**config.mk**
```make
export PLATFORM = sky130hd
export DESIGN_NAME = dda_display_top
export DESIGN_NICKNAME = d
export VERILOG_FILES = /design/src/core/dda_pkg.sv /design/src/core/dda_display_top.sv /design/src/core/dda_mux.sv /design/src/core/dda_decode.sv
export VERILOG_INCLUDE_DIRS = /design/src /design/src/core
export SDC_FILE = /design/constraint.sdc
export NUM_CORES = 1
export LEC_CHECK = 0
export BUFFER_PORTS_ARGS = -buffer_cell sky130_fd_sc_hd__buf_2
export CORE_MARGIN = 2
export CORE_UTILIZATION = 45
export DETAILED_ROUTE_END_ITERATION = 16
export PLACE_DENSITY = 0.65
export RECOVER_POWER = 25
export SYNTH_ARGS = -nofsm -noshare
export SYNTH_HDL_FRONTEND = slang
export SYNTH_SLANG_ARGS = --single-unit
```
**constraint.sdc**
```tcl
create_clock -name clk_sys_in -period 2.5 [get_ports clk_sys_in]
set_input_delay 0.625 -clock clk_sys_in [delete_from_list [all_inputs] [get_ports clk_sys_in]]
set_output_delay 0.625 -clock clk_sys_in [all_outputs]
set_load 0.02 [all_outputs]
```
**src/core/dda_cfg.svh**
```systemverilog
// named constants for the distortion display output block
`ifndef DDA_CFG_SVH
`define DDA_CFG_SVH

// system clock rate in hertz (5 ns period)
`define DDA_CLK_HZ         200000000
// display phase rate in hertz
`define DDA_PHASE_HZ       50000
// cycles per half period of the display phase, 2000 at 200 MHz
`define DDA_PHASE_HALF_CYC (`DDA_CLK_HZ / (2 * `DDA_PHASE_HZ))
// width of the phase divider counter
`define DDA_PHASE_CNT_W    11
// reset value of the phase divider counter
`define DDA_PHASE_CNT_RST  11'h000

// reset values of nibble, led bank and single bits
`define DDA_NIB_RST        4'h0
`define DDA_LED_RST        16'h0000
`define DDA_LED_ONE        16'h0001
`define DDA_BIT_RST        1'b0
`define DDA_BIT_SET        1'b1

// bit positions inside the synchroniser vector
`define DDA_SYNC_W         4
`define DDA_SYNC_RST       4'h0
`define DDA_SYNC_LINE      0
`define DDA_SYNC_BIAS      1
`define DDA_SYNC_ODD       2
`define DDA_SYNC_BTN       3

// edge detector priming: a shift of ones, live once its low bit is set
`define DDA_PRIME_W        3
`define DDA_PRIME_RST      3'h0
`define DDA_LIVE           0

`endif

```
**src/core/dda_pkg.sv**
```systemverilog
// types shared by the distortion display output block
`default_nettype none
package dda_pkg;
  // one four-bit distortion value
  typedef logic [3:0]  dda_nib_t;
  // one-of-sixteen led bank
  typedef logic [15:0] dda_led_t;
  // marking and spacing indicator pair
  typedef struct packed {
    logic mark;   // marking bias lamp
    logic space;  // spacing bias lamp
  } dda_lamps_t;
  // pair of values time-shared onto the display
  typedef struct packed {
    dda_nib_t avg;   // average distortion
    dda_nib_t peak;  // peak distortion
  } dda_pair_t;
  // operator reset pushbutton tracking
  typedef enum logic [0:0] {
    DDA_BTN_IDLE = 1'b0,
    DDA_BTN_HELD = 1'b1
  } dda_btn_t;
endpackage : dda_pkg
`default_nettype wire

```
**src/core/dda_display_top.sv**
```systemverilog
// distortion display output: selector, decoder, bias lamps and parity check
// Functional notes
// - each bit passes average or peak, phase-chosen
// - selected value alternates and feeds the decoder
// - decoder turns four bits into sixteen lines
// - average and peak leds alternate at 50 kHz
// - line polarity: mark positive bias, space end
// - window high second half bias, first end
// - strobe on every line transition
// - bias: early rising transition lights marking lamp
// - bias: late transition lights spacing lamp
// - end mode uses mark-to-space transitions
// - per-character parity, strap picks odd or even
// - clear input resets parity at start bit
// - bit-centre pulse every bit, transition or not
// - parity toggles on each space bit centre
// - even strap flags even count, odd flags odd
// - parity result waits for end-of-data strobe
// - parity error drives output low
// - error stays until button pressed then released
// - average latch loads once per measurement period
`default_nettype none
`include "dda_cfg.svh"
module dda_display_top
(
  // clock and reset
  input  wire  logic               clk_sys_in,
  input  wire  logic               rst_in,
  // measurement values, same clock
  input  wire  dda_pkg::dda_nib_t  avg_count_bits_in,
  input  wire  logic               avg_load_in,
  input  wire  dda_pkg::dda_nib_t  peak_bits_in,
  // line level pin and timing, same clock except the pin
  input  wire  logic               line_mark_pin_in,
  input  wire  logic               bit_timing_in,
  input  wire  logic               char_clear_in,
  input  wire  logic               end_of_data_half_in,
  // straps and operator pushbutton, pins
  input  wire  logic               bias_mode_pin_in,
  input  wire  logic               parity_odd_pin_in,
  input  wire  logic               reset_button_pin_in,
  // display
  output logic                     display_phase_select_out,
  output var   dda_pkg::dda_nib_t  muxed_value_bits_out,
  output var   dda_pkg::dda_led_t  led_out,
  // indicators
  output var   dda_pkg::dda_lamps_t lamps_out,
  output logic                     transition_strobe_out,
  output logic                     parity_error_n_out
);
  import dda_pkg::*;

  // synchroniser stages for all pin inputs
  logic [`DDA_SYNC_W-1:0] pin_meta_reg;   // first stage, read only by second
  logic [`DDA_SYNC_W-1:0] pin_sync_reg;   // second stage, safe to use
  logic                   line_prev_reg;  // synced line one cycle back
  logic                   tb_prev_reg;    // bit timing one cycle back
  logic [`DDA_PRIME_W-1:0] prime_reg;     // edge detector live once filled
  // display phase divider
  logic [`DDA_PHASE_CNT_W-1:0] phase_cnt_reg;  // cycles into half period
  logic [`DDA_PHASE_CNT_W-1:0] phase_cnt_next; // counter next value
  logic                        phase_reg;      // high shows peak
  logic                        phase_wrap;     // half period over
  // display path
  dda_nib_t   avg_reg;     // average latch
  dda_nib_t   muxed_next;  // selector output
  dda_nib_t   muxed_reg;   // registered selector output
  dda_led_t   led_next;    // decoder output
  dda_led_t   led_reg;     // registered led lines
  dda_pair_t  pair_w;      // values offered to the selector
  // bias indicator
  dda_lamps_t lamps_reg;             // held lamp choice
  logic       line_sync;             // synced line, high is mark
  logic       bias_mode;             // high in bias, low in end mode
  logic       polarity_adjusted_line;// positive for the measured level
  logic       polarity_prev;         // same, one cycle back
  logic       transition_strobe;     // any line change
  logic       half_bit_window;       // early-transition window
  logic       qualify;               // controlling transition seen
  // parity checker
  logic       space_level;           // high during a space
  logic       bit_timing_pulse;      // centre of every bit
  logic       parity_reg;            // high after odd space count
  logic       parity_odd_strap;      // high flags odd counts
  logic       parity_bad;            // count disagrees with strap
  logic       err_reg;               // latched parity error
  logic       err_next;              // latched error next value
  dda_btn_t   btn_reg;               // pushbutton state
  dda_btn_t   btn_next;              // pushbutton next state
  logic       btn_release;           // press finished this cycle
  // two flops on every pin before any logic looks at it
  always_ff @(posedge clk_sys_in or posedge rst_in)
  begin
    if (rst_in)
    begin
      pin_meta_reg <= `DDA_SYNC_RST;
      pin_sync_reg <= `DDA_SYNC_RST;
    end
    else
    begin
      pin_meta_reg <= {reset_button_pin_in, parity_odd_pin_in,
                       bias_mode_pin_in, line_mark_pin_in};
      pin_sync_reg <= pin_meta_reg;
    end
  end

  // names of the synced levels
  assign line_sync        = pin_sync_reg[`DDA_SYNC_LINE];
  assign bias_mode        = pin_sync_reg[`DDA_SYNC_BIAS];
  assign parity_odd_strap = pin_sync_reg[`DDA_SYNC_ODD];

  // previous samples for edge detection; priming hides the reset edge of a mark-idle line
  always_ff @(posedge clk_sys_in or posedge rst_in)
  begin
    if (rst_in)
    begin
      line_prev_reg <= `DDA_BIT_RST;
      tb_prev_reg   <= `DDA_BIT_RST;
      prime_reg     <= `DDA_PRIME_RST;
    end
    else
    begin
      line_prev_reg <= line_sync;
      tb_prev_reg   <= bit_timing_in;
      prime_reg     <= {`DDA_BIT_SET, prime_reg[`DDA_PRIME_W-1:1]};
    end
  end

  // free-running divider, one toggle per half period
  assign phase_wrap     = (phase_cnt_reg ==
                           `DDA_PHASE_CNT_W'(`DDA_PHASE_HALF_CYC - 1));
  assign phase_cnt_next = phase_wrap ? `DDA_PHASE_CNT_RST
                                     : phase_cnt_reg + `DDA_PHASE_CNT_W'(1);

  // phase toggles every half period, giving 50 kHz
  always_ff @(posedge clk_sys_in or posedge rst_in)
  begin
    if (rst_in)
    begin
      phase_cnt_reg <= `DDA_PHASE_CNT_RST;
      phase_reg     <= `DDA_BIT_RST;
    end
    else
    begin
      phase_cnt_reg <= phase_cnt_next;
      if (phase_wrap)
      begin
        phase_reg <= ~phase_reg;
      end
    end
  end

  // average latch, loaded only on the period-end strobe
  always_ff @(posedge clk_sys_in or posedge rst_in)
  begin
    if (rst_in)
    begin
      avg_reg <= `DDA_NIB_RST;
    end
    else if (avg_load_in)
    begin
      avg_reg <= avg_count_bits_in;
    end
  end

  // peak value arrives already latched upstream
  assign pair_w = '{avg: avg_reg, peak: peak_bits_in};

  // selector between the two values
  dda_mux u_mux
  (
    .pair_in   (pair_w),
    .phase_in  (phase_reg),
    .muxed_out (muxed_next)
  );

  // decoder fed from the registered selector output
  dda_decode u_decode
  (
    .code_in   (muxed_reg),
    .lines_out (led_next)
  );

  // display registers; leds lag the code by one cycle, invisible at 50 kHz
  always_ff @(posedge clk_sys_in or posedge rst_in)
  begin
    if (rst_in)
    begin
      muxed_reg <= `DDA_NIB_RST;
      led_reg   <= `DDA_LED_RST;
    end
    else
    begin
      muxed_reg <= muxed_next;
      led_reg   <= led_next;
    end
  end

  // mode picks which line level counts as positive
  assign polarity_adjusted_line = bias_mode ? line_sync : ~line_sync;
  assign polarity_prev          = bias_mode ? line_prev_reg : ~line_prev_reg;
  // any synced line change is a transition; edges in the first three cycles are lost
  assign transition_strobe      = (line_sync ^ line_prev_reg) & prime_reg[`DDA_LIVE];
  // bit timing is high in the first half of each bit
  assign half_bit_window        = bias_mode ? ~bit_timing_in : bit_timing_in;
  // rising adjusted line: space-to-mark in bias, mark-to-space in end
  assign qualify = transition_strobe & polarity_adjusted_line & ~polarity_prev;

  // lamp choice, held between controlling transitions
  always_ff @(posedge clk_sys_in or posedge rst_in)
  begin
    if (rst_in)
    begin
      lamps_reg <= '{mark: `DDA_BIT_RST, space: `DDA_BIT_RST};
    end
    else if (qualify)
    begin
      // early transition marks, late transition spaces
      lamps_reg <= '{mark: half_bit_window, space: ~half_bit_window};
    end
    // otherwise hold, so the lamp survives non-qualifying edges
  end

  // space is the low line level; parity counts space bit periods
  assign space_level      = ~line_sync;
  // falling bit timing marks the centre of every bit
  assign bit_timing_pulse = tb_prev_reg & ~bit_timing_in;

  // space-bit counter, one flop toggling per space bit
  always_ff @(posedge clk_sys_in or posedge rst_in)
  begin
    if (rst_in)
    begin
      parity_reg <= `DDA_BIT_RST;
    end
    else if (char_clear_in)
    begin
      parity_reg <= `DDA_BIT_RST;
    end
    else if (bit_timing_pulse && space_level)
    begin
      parity_reg <= ~parity_reg;
    end
  end

  // strap decides which count is wrong, for any code length
  assign parity_bad = parity_odd_strap ? parity_reg : ~parity_reg;

  // pushbutton: a release only counts after a press was seen
  assign btn_release = (btn_reg == DDA_BTN_HELD) & ~pin_sync_reg[`DDA_SYNC_BTN];
  always_comb
  begin
    btn_next = btn_reg;
    unique case (btn_reg)
      DDA_BTN_IDLE:
        if (pin_sync_reg[`DDA_SYNC_BTN])
        begin
          btn_next = DDA_BTN_HELD;
        end
      DDA_BTN_HELD:
        if (!pin_sync_reg[`DDA_SYNC_BTN])
        begin
          btn_next = DDA_BTN_IDLE;
        end
    endcase
  end

  // result only taken at end of data; a fresh error beats the release
  assign err_next = (end_of_data_half_in && parity_bad) ? `DDA_BIT_SET
                  : (btn_release ? `DDA_BIT_RST : err_reg);

  // error latch and button state
  always_ff @(posedge clk_sys_in or posedge rst_in)
  begin
    if (rst_in)
    begin
      err_reg <= `DDA_BIT_RST;
      btn_reg <= DDA_BTN_IDLE;
    end
    else
    begin
      err_reg <= err_next;
      btn_reg <= btn_next;
    end
  end

  // outputs
  assign display_phase_select_out = phase_reg;
  assign muxed_value_bits_out     = muxed_reg;
  assign led_out                  = led_reg;
  assign lamps_out                = lamps_reg;
  assign transition_strobe_out    = transition_strobe;
  assign parity_error_n_out       = ~err_reg;
endmodule // dda_display_top
`default_nettype wire

```
**src/core/dda_mux.sv**
```systemverilog
// average/peak time-share selector
`default_nettype none
module dda_mux
(
  // values to share
  input  wire dda_pkg::dda_pair_t pair_in,
  // display phase, high selects peak
  input  wire logic               phase_in,
  // selected value
  output var  dda_pkg::dda_nib_t  muxed_out
);
  import dda_pkg::*;

  // exactly one source passes per bit, never a blend
  assign muxed_out = phase_in ? pair_in.peak : pair_in.avg;
endmodule // dda_mux
`default_nettype wire

```
**src/core/dda_decode.sv**
```systemverilog
// four-to-sixteen display decoder
`default_nettype none
`include "dda_cfg.svh"
module dda_decode
(
  // binary code from the selector
  input  wire dda_pkg::dda_nib_t code_in,
  // one line per display led
  output var  dda_pkg::dda_led_t lines_out
);
  import dda_pkg::*;

  // one-hot of a code, line index equals the code value
  function automatic dda_led_t dda_onehot(input dda_nib_t code);
    dda_onehot = `DDA_LED_ONE << code;
  endfunction

  // all sixteen codes are legal, so no line is left undriven
  assign lines_out = dda_onehot(code_in);
endmodule // dda_decode
`default_nettype wire

```
# Word level (Yosys, flattened, before mapping)
# Index checks and enable logic that the tools add are counted.
op_classes:
  n_mux: 11
  addsub: 1
  mul: 0
  order_cmp: 0
  n_reduce_logical: 4
  eq_ne: 1
  n_div: 0
  bitwise_logic: 15
  shifts: 1
ops:
  columns: ["cell", "n"]
  rows:
  - ["1-bit by 4-bit << shifter with 16-bit output (first input constant)", 1]
  - ["11-bit by 1-bit adder with 11-bit output (second input constant)", 1]
  - ["11-bit == test (second input constant)", 1]
  - ["11-bit two-way mux", 1]
  - ["1-bit two-way mux", 9]
  - ["1-bit NOT", 9]
  - ["1-bit AND", 5]
  - ["4-bit two-way mux", 1]
  - ["2-bit nonzero test", 2]
  - ["1-bit logical AND", 2]
  - ["1-bit XOR", 1]
totals:
  regBits: 54
  memories: 0
  latch_bits: 0
  mem_bits_ro: 0
  ramBits: 0

# Depth between registers and ports, before layout
# Gate-level depths: netlist of run 1.
depth:
  ltp_word: 5
  ltp_mapped: 4
  mapped_depth_nobuf: 4

# Cells and area by module
# A second synthesis of run 1 with hierarchy kept.
unflattened:
  hier_cells: 148
  area_unflattened_um2: 2095.8
by_module_without_submodules:
  columns: ["module", "seq_area_each_um2", "n_inst", "cells_each", "area_each_um2"]
  rows:
  - ["dda_display_top", 1351.3, 1, 124, 1824.2]
  - ["dda_decode", 0.0, 1, 20, 226.5]
  - ["dda_mux", 0.0, 1, 4, 45.0]

# Worst setup path after synthesis of run 1
# OpenSTA, ideal clock, no wires.
synth_path:
  kind: "register to output"
  from: "register line_prev_reg"
  to: "output transition_strobe_out"
  arrival_time_ns: 0.944
  path_slack_ns: 0.931
  path_stages_with_launch: 4
  path_cell_list: "dfrtp_1 clkbuf_1 xor2_1 and2_1"
synth_via:
  elab_chain_len: 2
synth_rtl:
  columns: ["item", "line", "rtl"]
  rows:
  - ["start: declaration", "dda_display_top.sv:56", "logic line_prev_reg;"]
  - ["start signal: assignment", "dda_display_top.sv:117", "line_prev_reg <= `DDA_BIT_RST;"]
  - ["start signal: assignment", "dda_display_top.sv:123", "line_prev_reg <= line_sync;"]
  - ["1-bit XOR", "dda_display_top.sv:203", "assign transition_strobe = (line_sync ^ line_prev_reg) & prime_reg[`DDA_LIVE];"]
  - ["1-bit AND", "dda_display_top.sv:203", null]
  - ["end: declaration", "dda_display_top.sv:48", "output logic transition_strobe_out,"]
# No other way between the ends.

# Worst setup path after layout of run 1
# Ends and elaborated chain as after synthesis.

==> results of run 1 <==
-- cells by family (layout without fill, tap and decap cells) --
group / Yosys count / after routing / synth area share
simple gates: 60 / 60 / 0.1658
flops: 54 / 54 / 0.6784
compound gates: 18 / 18 / 0.06407
mux: 8 / 8 / 0.04523
xor+xnor: 7 / 7 / 0.03078
buf+inv: 4 / 54 / 0.007535
fa+ha+maj: 1 / 1 / 0.006280
other cells: 1 / 1 / 0.001883
-- metal layers --
layer / vias to the layer above / share of wire
li1: 627 / -
met1: 659 / 0.40
met2: 34 / 0.53
met3: 6 / 0.054
met4: 0 / 0.016
met5: - / 0
-- where the power goes --
part,internal [mW],switching [mW]
Combinational,0.0683,0.104
Clock,0.329,0.278
Sequential,0.921,0.0372
Total,1.32,0.419
-- worst max path at each step --
stage / end / slack (ns) / cells after the start
detailed placement: transition_strobe_out / 0.93 / 3
floorplan: avg_reg[0] / 0.56 / 1
global route: transition_strobe_out / 0.49 / 3
global placement: transition_strobe_out / 0.95 / 3
CTS: transition_strobe_out / 0.58 / 3
finish: transition_strobe_out / 0.59 / 3
-- cell usage after synthesis --
| master | n |
|---|---|
| nand3_1 | 5 |
| a21o_1 | 1 |
| and2_1 | 1 |
| nor2b_1 | 2 |
| xor2_1 | 5 |
| a21oi_1 | 3 |
| nor3_1 | 6 |
| ha_1 | 1 |
| or4_1 | 2 |
| clkbuf_1 | 1 |
| nand2b_1 | 5 |
| nand4_1 | 1 |
| nand3_2 | 1 |
| o221ai_1 | 1 |
| xnor2_1 | 2 |
| o31ai_1 | 4 |
| or4_4 | 1 |
| a21oi_2 | 1 |
| nand2_1 | 12 |
| nor3b_1 | 2 |
| a221o_1 | 2 |
| mux2_2 | 8 |
| nor4_1 | 1 |
| and3_1 | 2 |
| or3_1 | 1 |
| nor2_1 | 14 |
| dfrtp_1 | 54 |
| nor3_4 | 1 |
| inv_1 | 3 |
| nand4b_1 | 1 |
| nand4_2 | 1 |
| or3_2 | 1 |
| conb_1 | 1 |
| a31o_2 | 2 |
| o21ai_0 | 4 |
-- area by class of cell --
| class | instances | area (um2) |
|---|---|---|
| fillers | 379 | 1904 |
| repair buffers | 43 | 215.2 |
| well taps | 52 | 65.06 |
| clock buffers | 6 | 82.58 |
| multi-input cells | 95 | 625.6 |
| flip-flops and latches | 54 | 1351 |
| inverters | 3 | 11.26 |
| clock inverters | 2 | 38.79 |
==> impl_summary.md, run 1 <==
Place
The number of placed instances with taps included is around 250. Routability-driven placement finished with a final weighted congestion of 0.7992. OpenSTA, run right after detailed placement, puts the worst setup slack at roughly 0.93 ns. After detailed placement, the total cell area comes to between 2000 and 2500 um2. The number of port buffers is 42. The half-perimeter wire length of the detailed placement result is 2456 um.

Floorplanning
After floorplanning, the core was sized to cover 4294 um2. The initialized floorplan defines 24 standard-cell rows. The chip height is 70.53 um. The initial utilization of the core area, before any placement, comes to 0.4639.

The die width is 70.53 um. The die covers 4974 um2. The number of top-level pins is 43.

Critical path
The critical path's top delay family is flip-flops. Together, buffers and inverters on the worst path number 1. The critical path in this run is classified as flip-flop to output port. The startpoint identified for the worst register-to-register timing path is phase_cnt_reg[0]. The flop-to-flop setup slack is 1.00 ns. Walking the worst path, the cells encountered are xor2_1, and2_1, buf_2. The data required time of the critical path is 1.88 ns.

The cell with the largest stage delay on the worst path is dfrtp_1. The element type at the critical path start is a flip-flop. The origin of the worst setup path is line_prev_reg. The sort of element at the end of the critical path is an output port. For this run, the slowest stage of the critical path takes 0.49 ns. The worst path arrival time is 1.29 ns.

The destination of the worst register-to-register timing path is phase_cnt_reg[8]. The peak fanout along the critical path is 10. The number of cells traversed by the worst register-to-register path is 4.

Timing
The final hold violation count is 0. Setup repair after global routing left no endpoint under its margin. The fraction of the cycle the final worst path needs is 0.7650. The worst-case hold slack is 0.3493 ns.

The minimum clock period is 1.912 ns. The pin slew with the least headroom to its limit is 0.6438 ns. The achievable clock frequency is 522.9 MHz. The relative slew slack is 0.5708. The total count of max-transition violations in the final report is 0. The post-route setup TNS is 0 ns. The setup skew after layout is ~0.0053 ns. The smallest setup slack after layout is 0.5875 ns. The final-report setup violation count is 0.

Cells and area
Compared with the post-synthesis result, the final layout area differs by 19.97%. The finished layout holds 255 standard cells, fillers aside. The number of nets in the layout is 221. 0 antenna diodes ended up in the layout. The post-layout utilization of the core is 0.5565. The library cell used most frequently in the layout, excluding fill and tap cells, is dfrtp_1. In the layout the commonest cells are dfrtp_1 (54), buf_2 (40), nor2_1 (14).

The share of layout cells above drive strength 1 is 0.3251. The final non-filler cell area is 2390 um2. The register with the most flip-flops in the layout has 16 of them.

Synth
The post-synthesis register bit count is 54. The total number of yosys warnings is 0. Averaged over all synthesized cells, the footprint is 13.02 um2.

After synthesis the cells add up to 1992 um2. The net count after synthesis is 172. The sequential fraction of the synthesis area is 0.6784. By area the synthesized netlist is led by dfrtp_1 (68%), mux2_2 (4.5%), nor2_1 (2.6%).

In the synthesized netlist, the number of instances is 153. The portion of synthesized cell area occupied by the leading cell type is 0.6784. The cell taking the most area after synthesis is dfrtp_1. The netlist uses 35 different library cells.

Routing
The residual DRC count is 0. The first detailed-routing pass ran for 4 iterations. The count of nets left with antenna violations once routing finished came out at 0. The initial DRC count is 50.

The via count is 1326. The routed length per instance is 13.45 um. The final wirelength is 3431 um. After detailed routing, the number of vias per cell comes to 5.200.

Global route
The most used routing layer is met2. The number of global-route vias before repair is about 1300. The overall overflow remaining after global route is 0. The global routing usage on met3 is 0.04558. The met2 layer usage reported by global route is 0.2568. In the global route stage, met1 resource usage came out at 0.1696.

The global routing usage summed across all routing layers is 0.1480. Entering global routing, the biggest net connects 55 pins. The first global-routing pass estimated 5789 um of wire. The number of antenna violations at the first check in global routing is 0.

Outcome
The run finished with clean final reports.

Clock network
The sink count of the clock tree is 54. The register clock-pin slew on the reported worst setup and hold paths is 0.09 ns. The maximum level of the CTS H-tree is 2. Buffers added to address setup during post-CTS repair amount to 0. No sink is reached through more buffers than the 2 on the longest clock path.

The clock root buffer is clkbuf_8. The number of gates resized after cts is 0. The TritonCTS clock tree is built. Clock latency on the worst-skew pair, taken at its later pin, is 0.30 ns. In this run, CTS created clock tree buffers numbering 5.

After clock tree synthesis, the flow added hold-fix buffers numbering 0.

Power and ir drop
The static leakage is 1.165 nW. The worst-case IR drop observed on VDD is around 0.43 mV. The completed layout was analyzed and its total power is 1.737 mW. Power spread over the standard cell area amounts to between 700 and 800 nW/um2.

Job
The tool flagged a number of max-cap violations equal to 0.

Hold path
The class of the worst hold path is flip-flop to flip-flop. The critical hold path startpoint is prime_reg[1]. The worst hold endpoint is prime_reg[0]. The worst hold path stage count is 0.
No activity file was read; power rests on OpenSTA's default activity.
==> run 2, diff against run 1 <==
Settings changed: ABC_AREA set to 1, PLACE_DENSITY 0.65 to 0.68.
Clock period 2.5 ns to 1.6 ns, I/O delays scaled along.
==> impl_summary.md, run 2 <==
Clock network
The maximum level of the CTS H-tree was 2 (unchanged). The buffer levels on the longest clock path is 2 (unchanged). The sink count of the clock tree is 54 (unchanged). The TritonCTS clock tree is built (unchanged). The quantity of hold-fixing buffers added after cts is 0 (unchanged).

The register clock-pin slew on the reported worst setup and hold paths is 0.10 ns (was 0.09 ns). The insertion delay to the later sink of the worst-skew pair was 0.30 ns (about the same). The clock root buffer is clkbuf_8 (unchanged). The clock buffer count from CTS is 5 (unchanged).

Routing
The via count normalized by instance count was 4.591 (was 5.200). The first-pass iteration count of the detailed router is 6 (was 4). The via count came to 1368 (was 1326). The residual DRC count is 0 (unchanged). The final wirelength came to 3160 um (was 3431 um).

The count of antenna-violating nets left after detailed routing is 0 (unchanged). The initial DRC count is 55 (was 50). The routed length per instance is 10.60 um (was 13.45 um).

Floorplanning
The number of top-level pins is 43 (unchanged). The effective utilization at floorplan is 0.4653 (was 0.4639). The chip height came to 70.87 um (was 70.53 um). The die outline area is 5022 um2 (was 4974 um2). The core outline area is 4324 um2 (was 4294 um2). The number of rows created at floorplan is 24 (unchanged). The die width is 70.87 um (was 70.53 um).

Critical path
The data required time of the critical path is 1.20 ns (was 1.88 ns). The worst path arrival time was 1.12 ns (was 1.29 ns). The sort of element at the end of the critical path is an output port (unchanged). The reg-to-reg critical path startpoint is phase_cnt_reg[0] (unchanged). The cell depth of the worst setup path is 3 (unchanged). The cell with the largest stage delay on the worst path was dfrtp_1 (unchanged). The destination of the worst register-to-register timing path is phase_cnt_reg[4] (was phase_cnt_reg[8]).

Cells along the critical path: o21ai_2, a21oi_1, buf_4 (was xor2_1, and2_1, buf_2). The element type at the critical path start is a flip-flop (unchanged). The highest cell delay on the worst timing path is 0.43 ns (was 0.49 ns). The flop-to-flop setup slack is 0.34 ns (was 1.00 ns).

The peak fanout along the critical path is 3 (was 10). The number of cells traversed by the worst register-to-register path is 6 (was 4). The path type of the worst setup path is flip-flop to output port (unchanged). The critical path's top delay family is flip-flops (unchanged). The number of buffers and inverters on the critical path is 1 (unchanged).

Power and ir drop
The overall power after layout is 2.453 mW (was 1.737 mW). The maximum VDD drop came to 0.5343 mV (was 0.4267 mV). The power density over the cells is 1022 nW/um2 (was 726.9 nW/um2). The static leakage is 1.278 nW (was 1.165 nW).

Place
The half-perimeter wire length of the detailed placement result is 2286 um (was 2456 um). The placed instance area was 2302 um2 (was 2271 um2). The placer congestion estimate is 0.7734 (was 0.7992). The number of port buffers is 42 (unchanged).

Synth
The sequential fraction of the synthesis area is 0.6716 (was 0.6784). The basic-gate share of the synthesized area counting and, or, nand and nor cells was 0.2058 (was 0.1658). The distinct cell type count of the synthesized netlist is 21 (was 35). The number of flops mapped to enable cells by yosys is 0 (unchanged). The post-synthesis xor/xnor area fraction is 0.02177 (was 0.03078). The predominant post-synthesis flop cell was dfrtp_1 (unchanged).

The adder-cell share of the synthesized area is 0.006219 (was 0.006281). The number of standard cells after synthesis came to 195 (was 153). The mean instance size in the synthesized netlist came to 10.32 um2 (was 13.02 um2). The cell taking the most area after synthesis is dfrtp_1 (unchanged).

The async set-reset flop share out of synthesis is 1.000 (unchanged). The most frequent cell after synthesis is dfrtp_1 (unchanged). The portion of synthesized cell area occupied by the leading cell type came to 0.6716 (was 0.6784). The cell area after synthesis is 2012 um2 (was 1992 um2).

The post-synthesis compound-gate area fraction was 0.04229 (was 0.06407). The post-synthesis register bit count is 54 (unchanged). The main combinational cell family by area after synthesis was simple AND/OR/NAND/NOR gates (unchanged). The mux contribution to synthesized area is 0 (was 0.04523). The net count after synthesis is 214 (was 172).

Leading cell types by count after synthesis: dfrtp_1 (54), nand2_1 (34), nor2_1 (27) (was dfrtp_1 (54), nor2_1 (14), nand2_1 (12)). Top cells by area in the synthesized netlist: dfrtp_1 (67%), nand2_1 (6.3%), nor2_1 (5.0%) (was dfrtp_1 (68%), mux2_2 (4.5%), nor2_1 (2.6%)). The total number of yosys warnings is 0 (unchanged).

Cells and area
The commonest non-fill, non-tap cell in the layout was dfrtp_1 (unchanged). The number of flip-flops in the largest register is 16 (unchanged). The signed area change from the synthesized netlist to the final layout came to 19.28% (was 19.97%). The number of antenna repair diodes was 0 (unchanged). Commonest cells after routing, fill and taps aside: dfrtp_1 (54), buf_2 (40), nand2_1 (34) (was dfrtp_1 (54), buf_2 (40), nor2_1 (14)). The post-layout utilization of the core is 0.5550 (was 0.5565). The share of layout cells above drive strength 1 is 0.2764 (was 0.3251). The final non-filler cell area was 2400 um2 (was 2390 um2). The number of nets in the layout is 264 (was 221).

Global route
The global routing usage summed across all routing layers came to 0.1373 (was 0.1480). The pin count of the biggest net entering global routing is 55 (unchanged). The number of antenna violations at the first check in global routing is 0 (unchanged). The number of global-route vias before repair is 1338 (was 1317). The overall overflow remaining after global route is 0 (unchanged). The wire length of the first global-routing pass is 5451 um (was 5789 um).

Timing
The minimum clock period is about 1.5 ns. The pin slew with the least headroom to its limit is 1.132 ns (was 0.6438 ns). The final-report setup violation count is 0 (unchanged). The total count of max-transition violations in the final report was 0 (unchanged). The worst-case hold slack is 0.1991 ns (was 0.3493 ns).

The setup skew after layout came to 0.008503 ns (was 0.005340 ns). The relative slew slack is 0.2451 (was 0.5708). For this run, the top clock speed supported by timing is 658.6 MHz.

The final hold violation count is 0 (unchanged). Dividing the final minimum period by the clock period gives 0.9490.

Hold path
The critical hold path startpoint is parity_odd_pin_in (was prime_reg[1]). The class of the worst hold path is input pin to flip-flop (was flip-flop to flip-flop). The worst hold endpoint is pin_meta_reg[2] (was prime_reg[0]).

The worst hold path stage count is 1 (was 0).

Job
The number of max-cap violations is 0 (unchanged).

Outcome
Result of the run: finished clean (unchanged).
run 2: changes by cell type after synthesis, sizes merged, moves of 3 or more:
| cell | change |
|---|---|
| inv | +21 |
| o21ai | +8 |
| nor2 | +22 |
| o31ai | -4 |
| nor3 | -6 |
| nand3 | +9 |
| nand2b | -5 |
| mux2 | -8 |
| or4 | -3 |
| nand2 | +24 |
run 2: report_power, final:
| part | switching (mW) | internal (mW) |
|---|---|---|
| registers | 0.0381 | 1.43 |
| clock network | 0.440 | 0.316 |
| logic | 0.152 | 0.0752 |
| total | 0.630 | 1.82 |
run 2: per-stage QoR:
| step | instances | setup slack, ns | TNS, ns |
|---|---|---|---|
| 6_report | 298 | 0.08162 | 0 |
| 2_1_floorplan | 195 | 0.3781 | 0 |
| 3_5_place_dp | 288 | 0.2900 | 0 |
| 4_1_cts | 296 | 0.03122 | 0 |
| 3_3_place_gp | 288 | 0.3811 | 0 |
| 5_1_grt | 298 | -0.003480 | -0.003480 |
run 2: kinds of logic (layout without fill, tap and decap cells):
family | count (synthesis) | in the layout
AND/OR/NAND/NOR | 91 | 91
flip-flops | 54 | 54
buffers and inverters | 26 | 77
AO/OA/AOI/OAI | 17 | 17
XOR/XNOR | 5 | 5
adder cells (fa/ha/maj) | 1 | 1
other | 1 | 1
run 2: worst max path at each step:
stage / start / to / slack (ns)
final: line_prev_reg / transition_strobe_out / 0.08
after global routing: line_prev_reg / transition_strobe_out / -0.003
after CTS: pin_sync_reg[0] / transition_strobe_out / 0.03
after detailed placement: pin_sync_reg[0] / transition_strobe_out / 0.29
after global placement: phase_cnt_reg[0] / phase_cnt_reg[4] / 0.38
after floorplan: pin_sync_reg[0] / transition_strobe_out / 0.38
run 2: routing by layer:
layer	part of all wire	vias to the layer above	GRT usage
li1	-	702	-
met5	0	-	0
met2	0.52	23	0.2420
met3	0.037	2	0.03276
met1	0.44	641	0.1616
met4	0.0047	0	0.05451
run 2: cell type report:
class	instances	area [um2]
Timing Repair Buffer	45	230.2
Multi-Input combinational cell	115	563.0
Clock inverter	3	25.02
Clock buffer	5	68.82
Sequential cell	54	1351
Tap cell	52	65.06
Fill cell	404	1924
Inverter	24	96.34
run 2: repair_timing:
action                     CTS  global route
setup endpoints to repair    1             1
setup buffers                0             2
pin swaps                    0             0
hold endpoints to repair     0             0
gates cloned                 0             0
gates resized for setup      1             2
